[src/core/gds_pkg.sv]
// Package of types and constants for the gate driver supply sequencer
package gds_pkg;

  // ----------------------------------------------------------------
  // Timing
  // ----------------------------------------------------------------
  localparam int CLK_MHZ           = 40;
  localparam int REQ_PERIOD_US     = 10;
  localparam int REQ_PERIOD_CYC    = REQ_PERIOD_US * CLK_MHZ;
  localparam int WD_UNIT_US        = 100;
  localparam int WD_UNIT_CYC       = WD_UNIT_US * CLK_MHZ;
  localparam int WD_CFG_W          = 3;
  localparam int CNT_W             = 24;

  localparam logic [11:0] ADC_ZERO = 12'h000;
  localparam int SEL_W             = 3;

  // ----------------------------------------------------------------
  // Carriers
  // ----------------------------------------------------------------
  typedef struct packed {
    logic lvInputSupplyUv;   // low-side input supply below UV
    logic lvLogicUv;         // low-side logic supply at/below UV
    logic hvInputUv;         // high-side input supply below UV
    logic hvInputOv;         // high-side input supply above OV
    logic hvLogicOk;         // high-side internal logic in regulation
    logic gateSupplyUv;      // gate supply below UV
    logic referenceUv;       // reference below UV
    logic negSupplyOor;      // negative supply out of range
  } gds_cmp_t;

  typedef struct packed {
    logic lvInput;
    logic lvLogic;
    logic hvInput;
    logic reference;
  } gds_por_t;

  typedef struct packed {
    logic hvSupplyOv;
    logic gateSupplyUv;
    logic referenceUv;
    logic negSupplyOor;
    logic watchdog;
  } gds_fault_t;

  typedef struct packed {
    logic hvSupplyOv;
    logic gateSupplyUv;
    logic referenceUv;
  } gds_mask_t;

  typedef enum logic [1:0] {LvOff, LvRequest, LvNormal, LvDown} gds_lv_state_t;
  typedef enum logic [1:0] {HvOff, HvRamp, HvRun, HvDown} gds_hv_state_t;

endpackage

[src/core/gds_sync.sv]
// Two-stage synchroniser for one comparator flag
`timescale 1ns/1ps
module gds_sync
(
  input  wire logic sys_clk,
  input  wire logic rst,
  input  wire logic din,
  output logic      dout
);
  logic metaQ;

  always_ff @(posedge sys_clk or posedge rst)
  begin
    if (rst)
    begin
      metaQ <= 1'b0;
      dout  <= 1'b0;
    end
    else
    begin
      metaQ <= din;
      dout  <= metaQ;
    end
  end
endmodule

[src/core/gds_wdog.sv]
// Watchdog timer for one supply held below power-on reset
`timescale 1ns/1ps
module gds_wdog
  import gds_pkg::*;
(
  input  wire logic                sys_clk,
  input  wire logic                rst,
  input  wire logic                porLow,
  input  wire logic [WD_CFG_W-1:0] timeoutSel,
  output logic                     expired
);
  logic [CNT_W-1:0] cntQ;
  logic [CNT_W-1:0] limit;

  assign limit = CNT_W'(WD_UNIT_CYC) * CNT_W'({1'b0, timeoutSel} + 4'h1);

  always_ff @(posedge sys_clk or posedge rst)
  begin
    if (rst)
      cntQ <= '0;
    else if (!porLow)
      cntQ <= '0;
    else if (cntQ != limit)
      cntQ <= cntQ + CNT_W'(1);
  end

  assign expired = porLow && (cntQ == limit);
endmodule

[src/core/gds_sequencer.sv]
// Supply supervision and power sequencing for a two-domain gate driver
`timescale 1ns/1ps
module gds_sequencer
  import gds_pkg::*;
(
  input  wire logic                 sys_clk,
  input  wire logic                 rst,
  input  wire gds_pkg::gds_cmp_t    cmpIn,
  input  wire gds_pkg::gds_por_t    porIn,
  input  wire logic                 hvReplyValid,
  input  wire logic                 pwmIn,
  input  wire logic                 hvFailsafeEnable,
  input  wire logic                 hvFailsafeInput,
  input  wire logic                 failsafeGateStateInput,
  input  wire logic                 failsafeMode,
  input  wire logic                 linkFault,
  input  wire logic                 spiFault,
  input  wire logic                 overcurrentFault,
  input  wire logic                 desaturationFault,
  input  wire logic                 overtempWarning,
  input  wire gds_pkg::gds_mask_t   faultMaskTwo,
  input  wire logic                 negSupplyMonitorEnable,
  input  wire logic                 gateSelectA,
  input  wire logic [2:0]           gateUvThresholdSel,
  input  wire logic [2:0]           gateSupplyVoltageSel,
  input  wire logic [2:0]           watchdogTimeoutConfig,
  input  wire logic [11:0]          adcRaw,
  input  wire logic                 faultClear,
  output logic                      logicRegEnable,
  output logic                      gateRegEnable,
  output logic                      refRegEnable,
  output logic [2:0]                gateVoltageOut,
  output logic [2:0]                gateUvThresholdOut,
  output logic                      conversionRequestCmd,
  output logic                      lvNormal,
  output logic                      spiEnable,
  output logic                      linkEnable,
  output logic                      hvDataEnable,
  output logic                      hvStatusReturnLink,
  output logic                      gateOn,
  output logic [11:0]               adcOut,
  output gds_pkg::gds_fault_t       faults,
  output logic                      otherFaultLatched,
  output logic                      irq_out_a_n,
  output logic                      irq_out_b_n
);

  // ----------------------------------------------------------------
  // Synchronised comparators
  // ----------------------------------------------------------------
  localparam int NCMP = $bits(gds_cmp_t);
  localparam int NPOR = $bits(gds_por_t);
  gds_cmp_t cmp;
  gds_por_t por;
  logic [NPOR-1:0] wdExp;

  generate
    for (genvar i = 0; i < NCMP; i++)
    begin : g_cmp
      gds_sync u_sync
      (
        .sys_clk (sys_clk),
        .rst     (rst),
        .din     (cmpIn[i]),
        .dout    (cmp[i])
      );
    end
    for (genvar j = 0; j < NPOR; j++)
    begin : g_por
      gds_sync u_sync
      (
        .sys_clk (sys_clk),
        .rst     (rst),
        .din     (porIn[j]),
        .dout    (por[j])
      );
      gds_wdog u_wdog
      (
        .sys_clk    (sys_clk),
        .rst        (rst),
        .porLow     (por[j]),
        .timeoutSel (watchdogTimeoutConfig),
        .expired    (wdExp[j])
      );
    end
  endgenerate

  // Any supply under POR returns state to defaults, except that an expired watchdog latches its fault
  logic porAny;
  assign porAny = |por;

  // ----------------------------------------------------------------
  // Low-side sequencing
  // ----------------------------------------------------------------
  gds_lv_state_t lvQ;
  logic [15:0]   reqCntQ;
  logic          wasNormalQ;

  // Logic regulator follows input UV and input POR; no fault raised
  assign logicRegEnable = !cmp.lvInputSupplyUv && !por.lvInput;

  always_ff @(posedge sys_clk or posedge rst)
  begin
    if (rst)
      lvQ <= LvOff;
    else if (porAny)
      lvQ <= LvOff;
    else
    begin
      case (lvQ)
        LvOff:     if (!cmp.lvLogicUv) lvQ <= LvRequest;
        LvRequest: if (cmp.lvLogicUv) lvQ <= LvOff;
                   else if (hvReplyValid) lvQ <= LvNormal;
        LvNormal:  if (cmp.lvLogicUv) lvQ <= LvDown;
        LvDown:    if (!cmp.lvLogicUv) lvQ <= LvRequest;
        default:   lvQ <= LvOff;
      endcase
    end
  end

  always_ff @(posedge sys_clk or posedge rst)
  begin
    if (rst)
    begin
      reqCntQ              <= '0;
      conversionRequestCmd <= 1'b0;
    end
    else if (lvQ == LvRequest)
    begin
      conversionRequestCmd <= (reqCntQ == 16'(REQ_PERIOD_CYC - 1));
      reqCntQ <= (reqCntQ == 16'(REQ_PERIOD_CYC - 1)) ? '0 : reqCntQ + 16'h0001;
    end
    else
    begin
      reqCntQ              <= '0;
      conversionRequestCmd <= 1'b0;
    end
  end

  always_ff @(posedge sys_clk or posedge rst)
  begin
    if (rst)
      wasNormalQ <= 1'b0;
    else if (lvQ == LvNormal)
      wasNormalQ <= 1'b1;
    else if (lvQ == LvOff)
      wasNormalQ <= 1'b0;
  end

  assign lvNormal   = (lvQ == LvNormal);
  assign spiEnable  = !cmp.lvLogicUv && (lvQ != LvOff);
  assign linkEnable = !cmp.lvLogicUv && (lvQ != LvOff);

  // ----------------------------------------------------------------
  // High-side sequencing
  // ----------------------------------------------------------------
  gds_hv_state_t hvQ;
  logic          refWasGoodQ;

  always_ff @(posedge sys_clk or posedge rst)
  begin
    if (rst)
      hvQ <= HvOff;
    else if (porAny)
      hvQ <= HvOff;
    else
    begin
      case (hvQ)
        HvOff:   if (!cmp.hvInputUv && cmp.hvLogicOk) hvQ <= HvRamp;
        HvRamp:  if (!cmp.gateSupplyUv && !cmp.referenceUv) hvQ <= HvRun;
                 else if (!cmp.hvLogicOk) hvQ <= HvOff;
        HvRun:   if (cmp.hvInputUv) hvQ <= HvDown;
        HvDown:  if (!cmp.hvLogicOk) hvQ <= HvOff;
                 else if (!cmp.hvInputUv) hvQ <= HvRun;
        default: hvQ <= HvOff;
      endcase
    end
  end

  always_ff @(posedge sys_clk or posedge rst)
  begin
    if (rst)
      refWasGoodQ <= 1'b0;
    else if (hvQ == HvOff)
      refWasGoodQ <= 1'b0;
    else if (hvQ == HvRun)
      refWasGoodQ <= 1'b1;
  end

  assign gateRegEnable      = (hvQ != HvOff);
  assign refRegEnable       = (hvQ != HvOff);
  assign gateVoltageOut     = gateSupplyVoltageSel;
  assign gateUvThresholdOut = gateUvThresholdSel;
  // Data messages accepted while falling until high-side logic drops out of regulation or POR
  assign hvDataEnable       = (hvQ == HvRun) || (hvQ == HvDown);
  assign hvStatusReturnLink = hvDataEnable && (|faults);

  // ----------------------------------------------------------------
  // Fault latches
  // ----------------------------------------------------------------
  logic poweredUp;
  logic refUvRun;
  assign poweredUp = refWasGoodQ && (lvQ != LvOff);
  assign refUvRun  = cmp.referenceUv && refWasGoodQ;

  always_ff @(posedge sys_clk or posedge rst)
  begin
    if (rst)
    begin
      faults            <= '0;
      otherFaultLatched <= 1'b0;
    end
    else if (porAny)
    begin
      faults            <= '0;
      otherFaultLatched <= 1'b0;
      if (|wdExp)
        faults.watchdog <= 1'b1;
    end
    else
    begin
      // Set wins over clear
      if (faultClear)
      begin
        faults            <= '0;
        otherFaultLatched <= 1'b0;
      end
      if (poweredUp)
      begin
        if (cmp.hvInputOv && !cmp.referenceUv)
          faults.hvSupplyOv <= 1'b1;
        if (cmp.gateSupplyUv && gateSelectA)
          faults.gateSupplyUv <= 1'b1;
        if (cmp.hvInputUv)
          faults.gateSupplyUv <= 1'b1;
        if (refUvRun)
          faults.referenceUv <= 1'b1;
        if (negSupplyMonitorEnable && cmp.negSupplyOor)
          faults.negSupplyOor <= 1'b1;
        if (linkFault || spiFault ||
            (!cmp.referenceUv && (overcurrentFault || desaturationFault)))
          otherFaultLatched <= 1'b1;
      end
      if (faults.watchdog && !faultClear)
        faults.watchdog <= 1'b1;
    end
  end

  // ----------------------------------------------------------------
  // Gate control
  // ----------------------------------------------------------------
  logic fsForce;
  logic gateSupplyDown;
  logic latchedAny;
  logic gateD;
  assign fsForce        = hvFailsafeEnable && hvFailsafeInput;
  assign gateSupplyDown = cmp.gateSupplyUv;
  assign latchedAny     = faults.hvSupplyOv || faults.negSupplyOor ||
                          faults.watchdog || otherFaultLatched ||
                          (faults.gateSupplyUv && gateSelectA);

  always_comb
  begin
    gateD = 1'b0;
    if (fsForce)
      gateD = 1'b1;
    else if (!poweredUp || !lvNormal)
      gateD = 1'b0;
    else if (cmp.hvInputOv || gateSupplyDown || cmp.referenceUv || latchedAny)
      gateD = 1'b0;
    else if (failsafeMode)
      gateD = failsafeGateStateInput;
    else
      gateD = pwmIn;
  end

  always_ff @(posedge sys_clk or posedge rst)
  begin
    if (rst)
      gateOn <= 1'b0;
    else
      gateOn <= gateD;
  end

  always_ff @(posedge sys_clk or posedge rst)
  begin
    if (rst)
      adcOut <= ADC_ZERO;
    else if (cmp.referenceUv || !hvDataEnable)
      adcOut <= ADC_ZERO;
    else
      adcOut <= adcRaw;
  end

  // ----------------------------------------------------------------
  // Interrupt pins, active low, masks gate reporting only
  // ----------------------------------------------------------------
  logic irqD;
  assign irqD = (faults.hvSupplyOv && !faultMaskTwo.hvSupplyOv) ||
                (faults.gateSupplyUv && !faultMaskTwo.gateSupplyUv) ||
                (faults.referenceUv && !faultMaskTwo.referenceUv) ||
                faults.negSupplyOor || faults.watchdog || otherFaultLatched ||
                fsForce;

  always_ff @(posedge sys_clk or posedge rst)
  begin
    if (rst)
    begin
      irq_out_a_n <= 1'b1;
      irq_out_b_n <= 1'b1;
    end
    else if (wasNormalQ && cmp.lvLogicUv)
    begin
      irq_out_a_n <= 1'b0;
      irq_out_b_n <= 1'b0;
    end
    else
    begin
      irq_out_a_n <= !irqD;
      irq_out_b_n <= !irqD;
    end
  end

  // ----------------------------------------------------------------
  // Checks
  // ----------------------------------------------------------------
  gate_off_early_a: assert property (@(posedge sys_clk) disable iff (rst)
    !poweredUp && !fsForce |=> !gateOn) else $error("gate on before power-up");
  ov_gate_off_a: assert property (@(posedge sys_clk) disable iff (rst)
    cmp.hvInputOv && !fsForce |=> !gateOn) else $error("gate on during overvoltage");
  no_early_fault_a: assert property (@(posedge sys_clk) disable iff (rst)
    !poweredUp && !porAny && !$past(poweredUp) |=> !otherFaultLatched || $past(otherFaultLatched))
    else $error("fault latched before power-up");
  adc_zero_a: assert property (@(posedge sys_clk) disable iff (rst)
    cmp.referenceUv |=> adcOut == ADC_ZERO) else $error("adc not zero under ref uv");
  logic_reg_a: assert property (@(posedge sys_clk) disable iff (rst)
    cmp.lvInputSupplyUv |-> !logicRegEnable) else $error("regulator on under uv");
  spi_block_a: assert property (@(posedge sys_clk) disable iff (rst)
    cmp.lvLogicUv |-> !spiEnable && !linkEnable) else $error("spi active under uv");
  req_period_a: assert property (@(posedge sys_clk) disable iff (rst)
    conversionRequestCmd && lvQ == LvRequest |=> !conversionRequestCmd)
    else $error("request not periodic");
  hv_reg_a: assert property (@(posedge sys_clk) disable iff (rst)
    hvQ == HvOff && cmp.hvInputUv |=> !gateRegEnable) else $error("hv regulator early");
  fs_gate_a: assert property (@(posedge sys_clk) disable iff (rst)
    fsForce |=> gateOn) else $error("failsafe not driving gate");
  wd_fault_a: assert property (@(posedge sys_clk) disable iff (rst)
    porAny && (|wdExp) |=> faults.watchdog) else $error("watchdog not latched");
  irq_down_a: assert property (@(posedge sys_clk) disable iff (rst)
    wasNormalQ && cmp.lvLogicUv |=> !irq_out_a_n && !irq_out_b_n)
    else $error("interrupts not asserted at power-down");
endmodule

[config.mk]
export PLATFORM = sky130hd
export DESIGN_NAME = gds_sequencer
export DESIGN_NICKNAME = d
export VERILOG_FILES = /design/src/core/gds_pkg.sv /design/src/core/gds_sync.sv /design/src/core/gds_wdog.sv /design/src/core/gds_sequencer.sv
export SDC_FILE = /design/constraint.sdc
export NUM_CORES = 1
export LEC_CHECK = 0
export BUFFER_PORTS_ARGS = -buffer_cell sky130_fd_sc_hd__buf_4
export CAP_MARGIN = 30
export CORE_MARGIN = 3
export CORE_UTILIZATION = 48
export DETAILED_ROUTE_END_ITERATION = 10
export PLACE_DENSITY = 0.69
export SYNTH_ARGS = -nofsm -noshare
export SYNTH_HDL_FRONTEND = slang
export SYNTH_HIERARCHICAL = 1
export SYNTH_SLANG_ARGS = --single-unit
[constraint.sdc]
create_clock -name sys_clk -period 2.1 [get_ports sys_clk]
set_input_delay 0.42 -clock sys_clk [delete_from_list [all_inputs] [get_ports sys_clk]]
set_output_delay 0.42 -clock sys_clk [all_outputs]
set_load 0.01 [all_outputs]
======== Word level (Yosys, flattened, before mapping) ========
Cells that the tools add are included.
storage, ports and cells
  output and inout port bits .............. 36
  register bits ........................... 163
  word-level logic and storage cells ...... 193
  input port bits ......................... 52
cells by class
  multiplexer cells ....................... 49
  reductions and logical operators ........ 68
  $add $sub $neg .......................... 6
  multipliers ............................. 1
  eq/ne operators ......................... 26
operator list
  operator               count
  $mux 24                8
  $add 24x1->24 const B  4
  $eq 24x24->1           4
  $ne 24x24->1           4
  $mux 16                2
  $mul 7x24->19 const A  1
  $mux 2                 12
  $logic_and 1x1->1      22
  $mux 1                 21
  $logic_or 1x1->1       19
  $add 16x1->16 const B  1
  $eq 16x9->1 const B    1
  $logic_not 1->1        14
  $mux 12                1
  $mux 5                 2
  $eq 2x2->1 const B     4
  $ne 2x1->1 const B     4
  $ne 4x4->1 const B     2
  $pmux 2 s4             1
  $reduce_bool 2->1      4
  $reduce_or 4->1        2
  $ne 3x3->1 const B     2
  $pmux 2 s3             1
  $reduce_or 5->1        1
  other kinds (11)       13

======== Logic depth before layout (Yosys ltp) ========
Gate-level depths: netlist of run 1.
  depth after elaboration ................. 10
  depth in mapped cells ................... 16
  mapped depth without buffers ............ 16

======== Hierarchy ========
Netlist of run 1, hierarchy kept.
by module, submodules not included
  module                          cells an instance  area each (µm²)  instances
  gds_wdog (g_por[2].u_wdog ...)  189                1886.8           2
  gds_sequencer                   201                2058.2           1
  gds_wdog (g_por[0].u_wdog)      186                1875.5           1
  gds_wdog (g_por[1].u_wdog)      195                1850.5           1
  gds_sync                        3                  53.8             12

======== Worst setup path before layout of run 1 ========
OpenSTA, ideal clock, no wires.
  path kind ............................... input to register
  start ................................... input watchdogTimeoutConfig[0]
  end ..................................... register faults[0] (netlist name)
  path buffers ............................ 0
  path slack .............................. -1.779 ns
  arrival time ............................ 3.751 ns
  stages on the path ...................... 15
  path through ............................ ha_1 > xnor2_1 > inv_1 > ha_1 > ha_1 > or2_2 > fa_1 > ha_1 > nand2_1 > o21ai_0 > nor2_1 > o31a_2 > o2111a_1 > nor4_1 > a21oi_1
on the way
  cells in the longest elaborated chain, start to end .. 7
  elaborated cells between the ends (all ways) .. 13
  classes of those cells .................. add/sub: 1; mul: 1; eq/ne: 4; mux: 2; reduce/logical: 5
ends and longest elaborated chain
  element             line                  RTL
  start, declared     gds_sequencer.sv:26   input wire logic [2:0] watchdogTimeoutConfig,
  $add 3x1->4         gds_wdog.sv:15        assign limit = CNT_W'(WD_UNIT_CYC) * CNT_W'({1'b0, timeoutSel} + 4'h1);
  $mul 7x24->19       gds_wdog.sv:15
  $eq 24x24->1        gds_wdog.sv:27        assign expired = porLow && (cntQ == limit);
  $logic_and 1x1->1   gds_wdog.sv:27
  named net wdExp[0]  gds_sequencer.sv:55   logic [NPOR-1:0] wdExp;
  $reduce_or 4->1     gds_sequencer.sv:217  if (|wdExp)
  $mux 1              gds_sequencer.sv:217
  $mux 5              gds_sequencer.sv:213  else if (porAny)
  end, declared       gds_sequencer.sv:42   output gds_pkg::gds_fault_t faults,
The timed path passes the listed nets, and every way through them passes these cells.
A chain may end at the register's enable or synchronous reset.

======== Worst setup path in the final report of run 1 ========
Ends and elaborated chain as after synthesis.

==> key figures, run 1 <==
Timing
  – Max Fclk: 289.3 MHz
  – Final setup violation count: 13
  – Actual transition at the worst max-transition pin: 0.7058 ns
  – Clock tree skew after final layout: 0.009744 ns
  – Period utilisation layout: 164.6%
  – Relative max-transition margin: 52.85%
  – Final period demand of the worst path: 3.457 ns
  – Total negative slack: -16.22 ns
  – Smallest setup slack after layout: -1.357 ns
  – Final count of pins violating max slew: 0
  – Final number of hold-violating endpoints: 0
  – RSZ-0062 raised after global routing: yes

Synth
  – Cell area after synthesis: 10200 µm²
  – Share of synthesized flip-flops with an asynchronous set or reset: 100.0%
  – Flop and latch count out of synthesis: 163
  – EDFF count, synth: 0
  – Number of distinct library cells after synthesis: 74
  – Mean post-synth cell area: 10.24 µm²
  – Total number of yosys warnings: 6
  – Synthesized netlist cell count: 996
  – Ys flop type: dfrtp_1
  – Post-synth net total: 1137
  – Proportion of synthesized chip area in sequential cells: 39.99%

Route
  – Number of design-rule violations left by the first detailed-router iteration: 336
  – First-pass detailed-route iteration total: 5
  – Final routed DRC violation total: 0
  – Remaining antenna violation count after routing: 0
  – WL per Instance: 15.50 µm
  – DRT Wirelength: 23390 µm
  – Average vias per placed instance: 5.225
  – Via count: 7885

Cells and area
  – Most frequent cells in the layout: buf_4, dfrtp_1, xnor2_1
  – P&R area growth vs syn: 31.27%
  – Fin nets: 1367
  – Fraction of layout instances using a drive strength above 1: 30.10%
  – Most common cell after layout, fill and taps aside: buf_4
  – Post-layout utilization of the core: 65.15%
  – Final-layout fill cell count: 1617
  – Number of diodes: 0

Global route
  – Antenna violations before repair: 0
  – Wire length of the first global-routing pass: 39980 µm
  – Vias in the first global route: 8136
  – Leftover overflow at the end of global routing: 0
  – Pin count of the biggest net entering global routing: 44
  – Overall track demand over capacity in global routing: 20.66%

Min path
  – Type of the worst min-delay path: in2reg
  – Hold Path Sink: g_por[0].u_sync/metaQ
  – Worst hold start: porIn[0]
  – Count of cells along the worst hold path: 1

Worst setup path
  – Crit-path max cell delay: 0.48 ns
  – Ordered list of cells on the worst path: buf_12 -> buf_4 -> buf_12 -> ha_4 -> xnor2_4 -> inv_2 -> ha_4 -> ha_4 -> or2_4 -> fa_1 -> ha_4 -> nand2_4 -> o21ai_2 -> nor2_1 -> o31a_2 -> o2111a_1 -> nor4_2 -> a21oi_1
  – Number of logic stages on the critical path including buffering: 18
  – Critical path endpoint category: register
  – R2R Path Start: g_por[2].u_wdog/cntQ[1]
  – Worst Reg2Reg Path Length in Cells: 10
  – Most prevalent standard cell on the critical path: ha_4
  – Worst setup slack for register-to-register paths: -0.52 ns
  – Crit-path max FO: 5
  – Critical Path Source: watchdogTimeoutConfig[0]
  – Category of the critical setup timing path: in2reg
  – Buf+Inv Stages, Crit Path: 4
  – Dominant delay contributor by cell family on the critical path: adder cells
  – Critical Path Slowest Stage Cell: fa_1
  – Req. time, crit path: 2.41 ns
  – Worst flop-to-flop path endpoint: faults[0]
  – Worst Setup Start Kind: input pin
  – Arr. time, crit path: 3.76 ns

Clock tree
  – Post-CTS clock slew at the launch and capture registers of the worst setup and hold paths: 0.07 ns
  – TritonCTS clock tree: done
  – Clock network latency to the later pin of the worst-skew pair: 0.43 ns
  – Cell at the root of the clock tree: clkbuf_16
  – Total clock sinks: 163
  – Clock Tree Buf Depth: 2
  – TritonCTS Buffers: 17
  – Deepest level of the CTS H-tree: 4

Status
  – Status: finished, violations left
  – Failing checks: negative setup slack

Power
  – Overall power: 8770 µW
  – Sequential Power Share: 36.7%
  – Sw frac: 31.04%
  – Logic gate share of total power: 28.3%
  – Leakage power: 0.006089 µW
  – Power per standard cell area: 654.8 nW/µm²
  – Worst vdd rail ir drop: 0.4886 mV
  – Switching power total: 2723 µW
  – Int Power: 6048 µW
  – Clock power frac: 35.0%

Floorplan
  – Floorplan row count: 52
  – Area enclosed by the die boundary: 23040 µm²
  – Floorplan core area: 20560 µm²
  – X dimension of the die: 151.8 µm
  – # IOs: 88
  – Effective utilization at floorplan: 49.63%
  – Die height: 151.8 µm

Place
  – Setup WS pre-CTS: -1.911 ns
  – HPWL after DPL: 16820 µm
  – Buffers added on ports: 74
  – Routability cong.: 0.8394

Run
  – Reported max-cap violation count: 0
[cells by family (layout without fill, tap and decap cells)]
family / after synthesis / in the layout / synth area share, %
xor gates and xnor gates: 132 / 132 / 11.33
AOI/OAI and AO/OA: 103 / 103 / 7.063
muxes: 17 / 17 / 1.692
DFF: 163 / 163 / 39.99
adders and majority gates: 89 / 89 / 12.39
and+or+nand+nor: 413 / 413 / 24.16
buffers and inverters: 79 / 322 / 3.384
[worst max-delay path by stage]
| stage | to | slack (ns) |
|---|---|---|
| 6_report | faults[0] | -1.36 |
| 3_5_place_dp | g_por[2].u_wdog/cntQ[1] | -1.91 |
| 2_1_floorplan | g_por[2].u_wdog/cntQ[0] | -1.51 |
| 3_3_place_gp | faults[0] | -1.83 |
| 5_1_grt | faults[0] | -1.47 |
| 4_1_cts | g_por[1].u_wdog/cntQ[1] | -1.33 |
[routing by layer]
layer / track usage, % / vias up / routed length (µm)
met5: 0 / - / 0
met4: 4.795 / 0 / 276
met3: 3.498 / 19 / 787
met2: 33.93 / 145 / 11020
met1: 28.92 / 3833 / 11310
li1: - / 3888 / -
[worst register-to-register path, cell delays in order, from the launching register on]
cell	delay [ns]
dfrtp_1	0.39
inv_1	0.09
ha_1	0.18
nor4b_1	0.40
nand4b_1	0.21
or3_1	0.34
or3_4	0.40
nor4_2	0.21
buf_4	0.16
nor4_2	0.04
a21oi_1	0.14
[Yosys cell counts, types with 8 or more instances]
cell type  instances  area share, %
and2_1            91            5.6
nor2_1            54            2.0
clkbuf_1          11           0.40
xnor2_1          104            8.9
nand3_1           42            2.1
nand4_1           24            1.5
fa_1              20            3.9
nor3b_1            8           0.59
a21oi_1           25            1.2
nor4_2             8           0.98
inv_1             54            2.0
nor2b_1           11           0.67
o21ai_0           21            1.0
mux2i_1           15            1.5
nor4_1             9           0.55
dfrtp_1          162             40
ha_1              69            8.5
buf_4             10           0.74
xor2_1            28            2.4
and3_1            15           0.92
nand2_1           64            2.4
or3_1             21            1.3
[state kept, by name, indices dropped and copies added, names as in the netlist]
signal / count
g_por.u_wdog/cntQ: 96
reqCntQ: 16
adcOut: 12
g_cmp.u_sync/dout: 8
g_cmp.u_sync/metaQ: 8
faults: 5
g_por.u_sync/dout: 4
g_por.u_sync/metaQ: 4
hvQ: 2
lvQ: 2
conversionRequestCmd: 1
gateOn: 1
irq_out_b_n: 1
otherFaultLatched: 1
refWasGoodQ: 1
wasNormalQ: 1
[layout make-up]
| type | count | area (µm²) | area share, % |
|---|---|---|---|
| multi-input combinational | 754 | 6315 | 47.15 |
| timing repair buffer | 236 | 1881 | 14.04 |
| clock buffer | 19 | 442.9 | 3.307 |
| tap | 270 | 337.8 | 2.522 |
| clock inverter | 13 | 133.9 | 0.9995 |
| sequential | 163 | 4081 | 30.47 |
| inverter | 54 | 202.7 | 1.513 |
[power groups by stage]
| stage | registers, µW | logic (µW) | clock network, µW |
|---|---|---|---|
| finish | 3220 | 2480 | 3070 |
| global route | 3220 | 2740 | 3300 |
| detailed placement | 3280 | 2010 | 0 |
| CTS | 3220 | 2270 | 3150 |
| floorplan | 3270 | 1340 | 0 |
| global placement | 3280 | 1960 | 0 |
[metrics by stage]
| step | instance area, µm² | cells | hold WS (ns) |
|---|---|---|---|
| 6_report | 13390 | 1509 | 0.08884 |
| 3_5_place_dp | 12290 | 1459 | 0.3370 |
| 3_3_place_gp | 12290 | 1459 | 0.3324 |
| 2_1_floorplan | 10430 | 996 | 0.1612 |
| 5_1_grt | 13390 | 1509 | 0.06443 |
| 4_1_cts | 13210 | 1503 | 0.07233 |
[timing repair]
item                                    CTS  global route
endpoints found under the setup margin   14            17
buffers inserted                         11             5
gates cloned                              0             1
pin swaps                                34            19
resized for setup                        45            28
endpoints found under the hold margin    24             0
hold buffers                              1             0
Note: power is estimated with default switching activity, not from simulation.
==> inputs of run 2 (changes only) <==
--- a/config.mk
+++ b/config.mk
@@ -10,6 +10,7 @@
 export CORE_MARGIN = 3
 export CORE_UTILIZATION = 48
 export DETAILED_ROUTE_END_ITERATION = 10
+export GPL_TIMING_DRIVEN = 0
 export PLACE_DENSITY = 0.69
 export SYNTH_ARGS = -nofsm -noshare
 export SYNTH_HDL_FRONTEND = slang
==> run 2 against run 1 <==
  * The flow still finishes with violations (negative setup slack)
  * Clock power barely moved
  * Combinational power fell by 9.3%
  * Die area did not move
  * Clock skew rose by 0.0050 ns
  * Total power fell by 2.4%
  * Hold slack improved by 0.0096 ns
  * Wire length fell by 3.6%
  * Non-clock buffer count fell by 82
==> key figures, run 2 (synthesized netlist as in run 1, its figures left out) <==
Place
  – Routability cong.: 0.8105 (-3.4%)
  – HPWL after DPL: 15390 µm (-8.5%)
  – Total cell area at the placement stage: 11400 µm² (-7.2%)
  – Buffers added on ports: 80 (+8.1%)

Floorplan
  – # IOs: 88 (unchanged)
  – X dimension of the die: 151.8 µm (unchanged)
  – Die height: 151.8 µm (unchanged)
  – Floorplan row count: 52 (unchanged)
  – Floorplan core area: 20560 µm² (unchanged)
  – Area enclosed by the die boundary: 23040 µm² (unchanged)
  – Effective utilization at floorplan: 49.63% (unchanged)

Route
  – Number of design-rule violations left by the first detailed-router iteration: 382 (+14%)
  – Final routed DRC violation total: 0 (unchanged)
  – Average vias per placed instance: 5.359 (+2.6%)
  – WL per Instance: 15.80 µm (+1.9%)
  – Via count: 7647 (-3.0%)
  – First-pass detailed-route iteration total: 5 (unchanged)
  – Remaining antenna violation count after routing: 0 (unchanged)
  – DRT Wirelength: 22550 µm (-3.6%)

Clock tree
  – Clock network latency to the later pin of the worst-skew pair: 0.43 ns (about the same)
  – TritonCTS Buffers: 17 (unchanged)
  – Cell at the root of the clock tree: clkbuf_16
  – Total clock sinks: 163 (unchanged)
  – Deepest level of the CTS H-tree: 4 (unchanged)
  – Clock Tree Buf Depth: 2 (unchanged)
  – TritonCTS clock tree: done
  – Post-CTS clock slew at the launch and capture registers of the worst setup and hold paths: 0.07 ns (about the same)

Min path
  – Type of the worst min-delay path: in2reg

Timing
  – Smallest setup slack after layout: -1.355 ns (+0.002470 ns)
  – Final number of hold-violating endpoints: 0 (unchanged)
  – Total negative slack: -16.12 ns (+0.1037 ns)
  – RSZ-0062 raised after global routing: yes
  – Max Fclk: 289.5 MHz (about the same)
  – Final setup violation count: 13 (unchanged)
  – Final count of pins violating max slew: 0 (unchanged)
  – Period utilisation layout: 164.5% (about the same)
  – Actual transition at the worst max-transition pin: 0.9706 ns (+0.2648 ns)
  – Final period demand of the worst path: 3.455 ns (-0.002470 ns)
  – Clock tree skew after final layout: 0.01476 ns (+0.005016 ns)
  – Relative max-transition margin: 35.22% (-18 points)

Cells and area
  – P&R area growth vs syn: 25.51%
  – Most flops, register: g_por.u_wdog/cntQ
  – Most common cell after layout, fill and taps aside: dfrtp_1
  – Design Area, Final: 12810 µm² (-4.4%)
  – Most frequent cells in the layout: dfrtp_1, buf_4, xnor2_1
  – Flip-flop count of the largest register after layout: 96 (unchanged)
  – Fraction of layout instances using a drive strength above 1: 23.77% (-6.3 points)
  – Number of diodes: 0 (unchanged)
  – Regs by FF count: g_por.u_wdog/cntQ (96), reqCntQ (16), adcOut (12)
  – Fin nets: 1285 (-6.0%)

Global route
  – Leftover overflow at the end of global routing: 0 (unchanged)
  – Vias in the first global route: 7696 (-5.4%)
  – Pin count of the biggest net entering global routing: 27 (-39%)
  – Wire length of the first global-routing pass: 37400 µm (-6.4%)
  – Antenna violations before repair: 0 (unchanged)
  – Overall track demand over capacity in global routing: 19.30% (-1.4 points)

Status
  – Failing checks: negative setup slack
  – Status: finished, violations left

Power
  – Power per standard cell area: 668.7 nW/µm² (+2.1%)
  – Worst vdd rail ir drop: 0.5203 mV (+6.5%)
  – Overall power: 8564 µW (-2.4%)
  – Leakage power: 0.005682 µW (-6.7%)

Worst setup path
  – Worst Setup Start Kind: input pin
  – Critical path endpoint category: register
  – Crit-path max FO: 6 (+1)
  – Req. time, crit path: 2.44 ns (+0.03 ns)
  – Arr. time, crit path: 3.79 ns (+0.03 ns)
  – Category of the critical setup timing path: in2reg

Run
  – Reported max-cap violation count: 0 (unchanged)
[run 2: changes by cell type in the layout (fill, tap and decap cells not counted), sizes merged]
cell    delta
clkinv     +1
bufbuf     +2
inv        +1
clkbuf     +9
buf       -95
[run 2: stage by stage]
stage | worst slack (ns) | instances | hold slack (ns) | util, %
after floorplan | -1.515 | 996 | 0.1612 | -
after global placement | -2.508 | 1346 | 0.3324 | 55.29
after detailed placement | -2.565 | 1348 | 0.3356 | 55.46
after CTS | -1.311 | 1413 | 0.07970 | 61.05
after global routing | -1.449 | 1427 | 0.07362 | 62.29
final | -1.355 | 1427 | 0.09840 | 62.29
[run 2: timing repair]
action,in CTS,in global routing
cloned,2,1
setup buffers,30,11
hold buffers,1,0
endpoints found under the hold margin,24,0
resized for setup,45,14
pin swaps,39,22
endpoints found under the setup margin,13,16
[run 2: routing by layer]
metal | vias up | track usage [%] | part of all wire [%]
li1 | 3741 | - | -
met3 | 9 | 3.953 | 3.4
met1 | 3767 | 26.46 | 47
met4 | 0 | 4.110 | 0.69
met5 | - | 0 | 0
met2 | 130 | 31.99 | 49
[run 2: path summary, 6_finish.rpt]
kind	startpoint	cells after the start	slack, ns	end
max	watchdogTimeoutConfig[0]	12	-1.35	g_por[2].u_wdog/cntQ[0]
min	cmpIn[2]	1	0.1	g_cmp[2].u_sync/metaQ
max reg2reg	g_por[2].u_wdog/cntQ[0]	8	-0.35	g_por[2].u_wdog/cntQ[0]
min reg2reg	g_por[3].u_sync/metaQ	0	0.35	g_por[3].u_sync/dout
max in group asynchronous	rst	3	0.57	g_por[2].u_wdog/cntQ[0]
min in group asynchronous	rst	3	0.53	g_cmp[2].u_sync/dout
[run 2: worst max-delay path, cell delays in order]
cell	delay, ns
buf_16	0.12
ha_4	0.17
xor2_4	0.24
ha_4	0.25
fa_1	0.52
fa_1	0.47
xnor2_2	0.20
nand3_4	0.09
or3_1	0.34
or3_1	0.32
or4_4	0.45
mux2i_1	0.18
[run 2: final cells by class]
class                   count  area, µm²
fillers                  1666       7754
inverters                  54      202.7
flip-flops and latches    163       4081
clock buffers              17      425.4
well taps                 270      337.8
clock inverters            15      160.2
plain buffers              25      142.6
repair buffers            129       1155
multi-input cells         754       6301
[run 2: report_power, final]
part	internal (µW)	switching (µW)
Combinational	1090	1160
Clock	1600	1490
Sequential	3180	45.5
